**src/rtl/opdec_cfg.svh**
```systemverilog
// constants for the upper opcode decoder
`ifndef OPDEC_CFG_SVH
`define OPDEC_CFG_SVH
`define RESET_VECTOR 13'h0000
`define TRAP_VECTOR 13'h0001
`define IRQ_VECTOR 13'h0008
`define TRAP_WORD 13'h1e01
`define OP_ADD 5'h03
`define OP_MOV 5'h04
`define OP_DEC 5'h05
`define OP_ROT 5'h06
`define OP_NIB 5'h07
`define OP_ORK 5'h19
`define OP_ANDK 5'h1a
`define OP_XORK 5'h1b
`define OP_RETK 5'h1c
`define OP_PAGE 5'h1e
`define ACC_RESET 8'h00
`define BANK_SEL_HI 7
`define BANK_SEL_LO 6
`define FLAG_Z 2
`define FLAG_DC 1
`define FLAG_C 0
`endif

```
**src/rtl/opdec_pkg.sv**
```systemverilog
// types for the upper opcode decoder
package opdec_pkg;
    // core state, one flop group
    typedef struct packed {
        logic [12:0] pc;
        logic [7:0] acc;
        logic [2:0] flags;
        logic [2:0] page;
        logic skip;
        logic [12:0] ret_addr;
        logic [7:0] wr_data;
        logic [7:0] wr_addr;
        logic wr_en;
        logic push;
        logic pop;
    } state_type;
endpackage

```
**src/rtl/risc_opcode_decode_upper.sv**
```systemverilog
// execute stage for the upper part of a 13-bit instruction set
// *****************************************************************
// *****************************************************************
`timescale 1ns/100ps
`include "opdec_cfg.svh"
module risc_opcode_decode_upper #(
    parameter int INSTR_W = 13
) (
    // clock and reset
    input wire logic CLK_I,
    input wire logic RST_B_I,
    // instruction from program memory
    input wire logic [INSTR_W-1:0] INSTR_I,
    input wire logic INSTR_VALID_I,
    // operand read data and bank select register value
    input wire logic [7:0] REG_RDATA_I,
    input wire logic [7:0] BANK_SEL_I,
    // stack top value
    input wire logic [12:0] STACK_TOP_I,
    // fetch address
    output logic [12:0] PC_O,
    // register write port
    output logic REG_WE_O,
    output logic [7:0] REG_WADDR_O,
    output logic [7:0] REG_WDATA_O,
    // stack control
    output logic PUSH_O,
    output logic POP_O,
    output logic [12:0] PUSH_DATA_O,
    // architectural state
    output logic [7:0] ACC_O,
    output logic [2:0] FLAGS_O,
    output logic [2:0] PAGE_O,
    output logic SKIP_O
);
    // *************************************************************
    // state
    // *************************************************************
    opdec_pkg::state_type state_reg; // all flops
    opdec_pkg::state_type state_next; // next value
    // the skip bit lives in the state so that a taken skip cancels exactly
    // one following instruction, whatever that instruction encodes
    // the hardware interrupt vector is reserved; there is no request input here

    // zero test used by several operations
    // one shared test keeps every zero flag update alike
    function automatic logic is_zero(input logic [7:0] v);
        is_zero = (v == 8'h00);
    endfunction

    // combinational address of the current operand
    // the bank bits are read live, so a bank change applies
    // to the very next register operand
    logic [7:0] reg_addr; // bank plus designator
    assign reg_addr = {BANK_SEL_I[`BANK_SEL_HI:`BANK_SEL_LO], INSTR_I[5:0]};

    // *************************************************************
    // next state
    // *************************************************************
    // one pass per valid instruction: discarded word first, then the trap
    // word, then branches, then the opcode groups; register results are
    // steered to the accumulator or the write port at the end
    // strobes default low so each lasts exactly one cycle
    always_comb begin
        logic [8:0] sum;
        logic [4:0] lsum;
        logic [7:0] res;
        logic [4:0] op;
        logic to_reg;
        sum = 9'h000;
        lsum = 5'h00;
        res = 8'h00;
        op = INSTR_I[12:8];
        to_reg = INSTR_I[6];
        state_next = state_reg;
        state_next.wr_en = 1'b0;
        state_next.push = 1'b0;
        state_next.pop = 1'b0;
        state_next.wr_addr = reg_addr;
        if (INSTR_VALID_I) begin
            state_next.pc = state_reg.pc + 13'h0001;
            state_next.ret_addr = state_reg.pc + 13'h0001;
            state_next.skip = 1'b0;
            if (state_reg.skip) begin
                // discarded instruction, nothing else
                state_next.skip = 1'b0;
            end else if (INSTR_I == `TRAP_WORD) begin
                state_next.push = 1'b1;
                state_next.pc = `TRAP_VECTOR;
            end else if (INSTR_I[12:11] == 2'b10) begin
                // call or jump
                state_next.push = ~INSTR_I[10];
                state_next.pc = {state_reg.page, INSTR_I[9:0]};
            end else begin
                // literal operations write the accumulator inside the case
                unique case (op)
                    `OP_ADD: begin
                        if (INSTR_I[7]) begin
                            sum = {1'b0, state_reg.acc} + {1'b0, REG_RDATA_I};
                            lsum = {1'b0, state_reg.acc[3:0]} + {1'b0, REG_RDATA_I[3:0]};
                            res = sum[7:0];
                            state_next.flags = {is_zero(res), lsum[4], sum[8]};
                        end
                    end
                    `OP_MOV: begin
                        if (!INSTR_I[7]) begin
                            res = REG_RDATA_I;
                            state_next.flags[`FLAG_Z] = is_zero(res);
                        end
                    end
                    `OP_DEC: begin
                        if (INSTR_I[7]) begin
                            res = REG_RDATA_I - 8'h01;
                            state_next.skip = is_zero(res);
                        end
                    end
                    `OP_ROT: begin
                        // old carry enters at the far end, the leaving bit becomes carry
                        if (INSTR_I[7]) begin
                            res = {REG_RDATA_I[6:0], state_reg.flags[`FLAG_C]};
                            state_next.flags[`FLAG_C] = REG_RDATA_I[7];
                        end else begin
                            res = {state_reg.flags[`FLAG_C], REG_RDATA_I[7:1]};
                            state_next.flags[`FLAG_C] = REG_RDATA_I[0];
                        end
                    end
                    `OP_NIB: begin
                        // increment with skip shares this opcode with the nibble exchange
                        if (INSTR_I[7]) begin
                            res = REG_RDATA_I + 8'h01;
                            state_next.skip = is_zero(res);
                        end else begin
                            res = {REG_RDATA_I[3:0], REG_RDATA_I[7:4]};
                        end
                    end
                    `OP_ORK, `OP_ANDK, `OP_XORK: begin
                        if (op == `OP_ORK) begin
                            res = state_reg.acc | INSTR_I[7:0];
                        end else if (op == `OP_ANDK) begin
                            res = state_reg.acc & INSTR_I[7:0];
                        end else begin
                            res = state_reg.acc ^ INSTR_I[7:0];
                        end
                        state_next.acc = res;
                        state_next.flags[`FLAG_Z] = is_zero(res);
                    end
                    `OP_RETK: begin
                        state_next.acc = INSTR_I[7:0];
                        state_next.pop = 1'b1;
                        // return address is the stack top presented this cycle
                        state_next.pc = STACK_TOP_I;
                    end
                    `OP_PAGE: begin
                        // only the low three literal bits select the page
                        if (INSTR_I[7:4] == 4'h8) begin
                            state_next.page = INSTR_I[2:0];
                        end
                    end
                    default: begin
                        // lower opcodes handled elsewhere
                    end
                endcase
                // destination select for register operand group
                // bit 6 set picks the register, clear picks the accumulator
                // forms owned by other blocks leave both untouched
                if ((op >= `OP_ADD) && (op <= `OP_NIB)) begin
                    if ((op == `OP_ADD || op == `OP_DEC) && !INSTR_I[7]) begin
                        // lower forms of these opcodes handled elsewhere
                    end else if (op == `OP_MOV && INSTR_I[7]) begin
                        // complement forms handled elsewhere
                    end else if (to_reg) begin
                        state_next.wr_en = 1'b1;
                        state_next.wr_data = res;
                    end else begin
                        state_next.acc = res;
                    end
                end
            end
        end
    end

    // *************************************************************
    // registers
    // *************************************************************
    // asynchronous clear to constants only, then a plain register update
    // reset puts fetch at the reset vector with every strobe low
    always_ff @(posedge CLK_I or negedge RST_B_I) begin
        if (!RST_B_I) begin
            state_reg <= '0;
            state_reg.pc <= `RESET_VECTOR;
            state_reg.acc <= `ACC_RESET;
        end else begin
            state_reg <= state_next;
        end
    end

    // outputs straight from flops
    // each port is a field of the one state register, no logic between
    assign PC_O = state_reg.pc;
    assign REG_WE_O = state_reg.wr_en;
    assign REG_WADDR_O = state_reg.wr_addr;
    assign REG_WDATA_O = state_reg.wr_data;
    assign PUSH_O = state_reg.push;
    assign POP_O = state_reg.pop;
    assign PUSH_DATA_O = state_reg.ret_addr;
    assign ACC_O = state_reg.acc;
    assign FLAGS_O = state_reg.flags;
    assign PAGE_O = state_reg.page;
    assign SKIP_O = state_reg.skip;
endmodule

```
**config.mk**
```make
export PLATFORM = sky130hd
export DESIGN_NAME = risc_opcode_decode_upper
export DESIGN_NICKNAME = d
export VERILOG_FILES = /design/src/rtl/opdec_pkg.sv /design/src/rtl/risc_opcode_decode_upper.sv
export VERILOG_INCLUDE_DIRS = /design/src /design/src/rtl
export SDC_FILE = /design/constraint.sdc
export NUM_CORES = 1
export LEC_CHECK = 0
export ABC_AREA = 0
export BUFFER_PORTS_ARGS = -buffer_cell sky130_fd_sc_hd__buf_2
export CAP_MARGIN = 5
export CORE_MARGIN = 5
export CORE_UTILIZATION = 50
export CTS_BUF_LIST = sky130_fd_sc_hd__clkbuf_4
export DETAILED_ROUTE_END_ITERATION = 8
export PLACE_DENSITY_LB_ADDON = 0.1
export SETUP_SLACK_MARGIN = 0.2
export SYNTH_ARGS = -nofsm -noshare
export SYNTH_HDL_FRONTEND = slang
export SYNTH_SLANG_ARGS = --single-unit
```
**constraint.sdc**
```tcl
create_clock -name CLK_I -period 5.8 [get_ports CLK_I]
set_input_delay 0.29 -clock CLK_I [delete_from_list [all_inputs] [get_ports CLK_I]]
set_output_delay 0.29 -clock CLK_I [all_outputs]
set_load 0.005 [all_outputs]
```
==> results.toml <==
[status]
outcome = "completed"

[cts]
cts_hold_buf = 2
clk_pin_slew_ps = 100
h-tree-depth = 3
cts_tree = "done"
clock_latency_ps = 400
cts_buffers = 9
ctsResizeCount = 0
cts_root_buf = "clkbuf_4"
cts_sinks = 60
clk_path_buf_depth = 2
cts_setup_buffers = 0

[synthesis]
yosysSeqAreaShare_pct = 29.7
synth_common_cells = "nor2_1, dfrtp_1, nand2_1"
synth_most_common_cell = "nor2_1"
synth_edf_count = 0
synth_area_leaders = "dfrtp_1, ha_1, nor2_1, a21oi_1, nand2_1"
netlist_area_mm2 = 0.00506
synth_area_leader_cell = "dfrtp_1"
synth_async_sr_flop_share_pct = 100
synth_top_cell_area_share_pct = 29.7
synthCells = 612
synth_warnings = 0
syn-num-nets = 688
ys_types = 87
ys_ff_latch = 60
syn_area_per_cell_um2 = 8.26
synth-main-ff-cell = "dfrtp_1"

[pwr]
p_int_uw = 840
powerDensity_mw_per_mm2 = 244
p_sw_uw = 536
power_frac_comb_pct = 38.2
switching_share_pct = 39.0
p_leak_nw = 2.42
max-vdd-ir-drop_v = 0.000169
p_clk_share_pct = 19.8
seqPwrFrac_pct = 42.0

[grt]
grt_pass1_wl_um = 26000
grt_start_max_net_pins = 61
grt-ovfl-total = 0
antenna_found_initial = 0
first_global_vias = 4805
grt_use_total_pct = 25.8

[routing]
via_count = 5115
drt_wl_total_um = 16200
dr.pass1.iters = 6
viasPerCell = 6.28
drcViolationCount = 0
wire_per_inst_um = 19.9
drt_iter0_markers = 565
antenna_left = 0

[critical_path]
timing.critical_path.from = "ACC_O[0]"
crit_type = "reg -> reg"
start_kind = "flip-flop"
worst_r2r_endpoint = "FLAGS_O[2]"
cp-endpoint = "FLAGS_O[2]"
end_kind = "flip-flop"
worst_ep_required_time_ps = 6110
path_max_fanout = 5
reg2reg_slack_ps = 3140
cp.arrival_ps = 2970
crit-reg2reg-launch = "ACC_O[0]"
rr_worst_depth = 8

[placement]
dpl.hpwl_um = 11900
place_congestion = 0.973
pre_cts_slack_ps = 3010
portBuffers = 98

[timing]
min_period_over_period_pct = 45.9
drv_slew = 0
rsz0062_at_grt = "false"
fin_tns_setup_ps = 0
timing.fmax_ghz = 0.376
maxSlewHeadroom_pct = 41.1
setup_viol_count_final = 0
layout_setup_ws_ps = 3140
hold_viol_final = 0
period_needed_ps = 2660
worstMarginPinSlew_ps = 884
fin_skew_ps = 8.58

[finish]
nets = 756
final_layout_size_suffix_gt1_share_pct = 20.1
seq_area_mm2 = 0.00150
n_antenna_cell = 0
num-fill-cells = 959
multi_input_area_mm2 = 0.00324
syn2layout_area_growth_pct = 11.6

[floorplan]
core_region_area_mm2 = 0.00982
floorplan.die_area_mm2 = 0.0122
rows = 36
initial_core_util_pct = 51.5
die_w_um = 111
die_h_um = 111
io_pins = 105

[run]
cap_violations = 0

[worst_hold_path]
min_path_type = "in -> async"
[critical path, cell delays in order (launching register included)]
cell,delay [ps]
dfrtp_1,480
ha_1,260
fa_1,420
a211oi_1,370
o21ai_0,180
o211ai_1,220
nand4_1,130
o311a_1,340
o31ai_2,180
[sequential cells by signal, summed over array words and instances, names as in the netlist]
signal,count
ACC_O,8
FLAGS_O,3
PAGE_O,3
PC_O,13
POP_O,1
PUSH_DATA_O,13
PUSH_O,1
REG_WADDR_O,8
REG_WDATA_O,8
REG_WE_O,1
SKIP_O,1
[metrics by stage]
step                utilization [%]  cells  instance area (um2)  power, mW  hold WS [ps]
floorplan                         -    612                 5060      0.896         -5.59
global placement               56.1    800                 5510       1.09           400
detailed placement             56.1    800                 5510       1.10           399
CTS                            57.5    815                 5640       1.38          34.5
global route                   57.5    815                 5640       1.46          50.1
finish                         57.5    815                 5640       1.38          37.4
[cell type report]
class                   instances  area share, %
multi-input cells             481           57.4
inverters                      26           1.73
clock inverters                 4          0.776
clock buffers                   9           1.20
well taps                     133           2.95
flip-flops and latches         60           26.6
repair buffers                102           9.31
[worst min path at each step]
| stage | depth (start not counted) | endpoint | slack, ps | from |
|---|---|---|---|---|
| finish | 2 | ACC_O[1] | 40 | RST_B_I |
| detailed placement | 1 | REG_WADDR_O[7] | 400 | BANK_SEL_I[7] |
| global route | 1 | REG_WADDR_O[0] | 50 | INSTR_I[0] |
| floorplan | 0 | ACC_O[0] | -6 | RST_B_I |
| CTS | 1 | REG_WADDR_O[0] | 30 | INSTR_I[0] |
| global placement | 1 | REG_WADDR_O[7] | 400 | BANK_SEL_I[7] |
[metal layers]
metal	share of wire, %	GRT usage (%)	up-vias
met1	46	39.3	2447
met3	9.0	5.91	24
met4	1.4	5.25	0
li1	-	-	2389
met2	43	37.3	255
met5	0	0	-
[power groups by stage]
stage,sequential (mW),clock [mW],combinational [mW]
2_1_floorplan,0.559,0,0.337
3_3_place_gp,0.581,0,0.507
3_5_place_dp,0.583,0,0.519
4_1_cts,0.576,0.279,0.524
5_1_grt,0.586,0.292,0.582
6_report,0.578,0.272,0.526
[placed cells by master, fill, tap and decap left out, types with 4 or more instances in the layout]
master    count
mux2_2        5
ha_1         30
o21a_1        4
nor2_1       73
a22o_1        6
a21o_1        4
xor2_1       14
a21oi_1      40
clkbuf_4      9
nor4_1        7
nor3b_1       6
nand4_1      10
o31ai_1       5
o211ai_1      9
or2_2         4
and3_1        4
and2_1        5
o21ai_0      30
o21ai_1       4
buf_2        98
dfrtp_1      60
nand3_1      19
xnor2_1      11
or3_1         7
nand2_1      42
a221oi_1      6
inv_1        24
o22ai_1       9
nor3_1       12
o221ai_1      4
nand2b_1      5
mux2i_1      12
a22oi_1       7
a31oi_1       7
a211oi_1      8
[cells by family after synthesis]
family	count (synthesis)	synth area share, %
AO/OA/AOI/OAI	182	25.2
XOR/XNOR	25	4.33
adder cells (fa/ha/maj)	31	7.82
buffers and inverters	71	6.24
flip-flops	60	29.7
multiplexers	18	3.71
AND/OR/NAND/NOR	225	23.0
(Power assumes the default switching activity.)
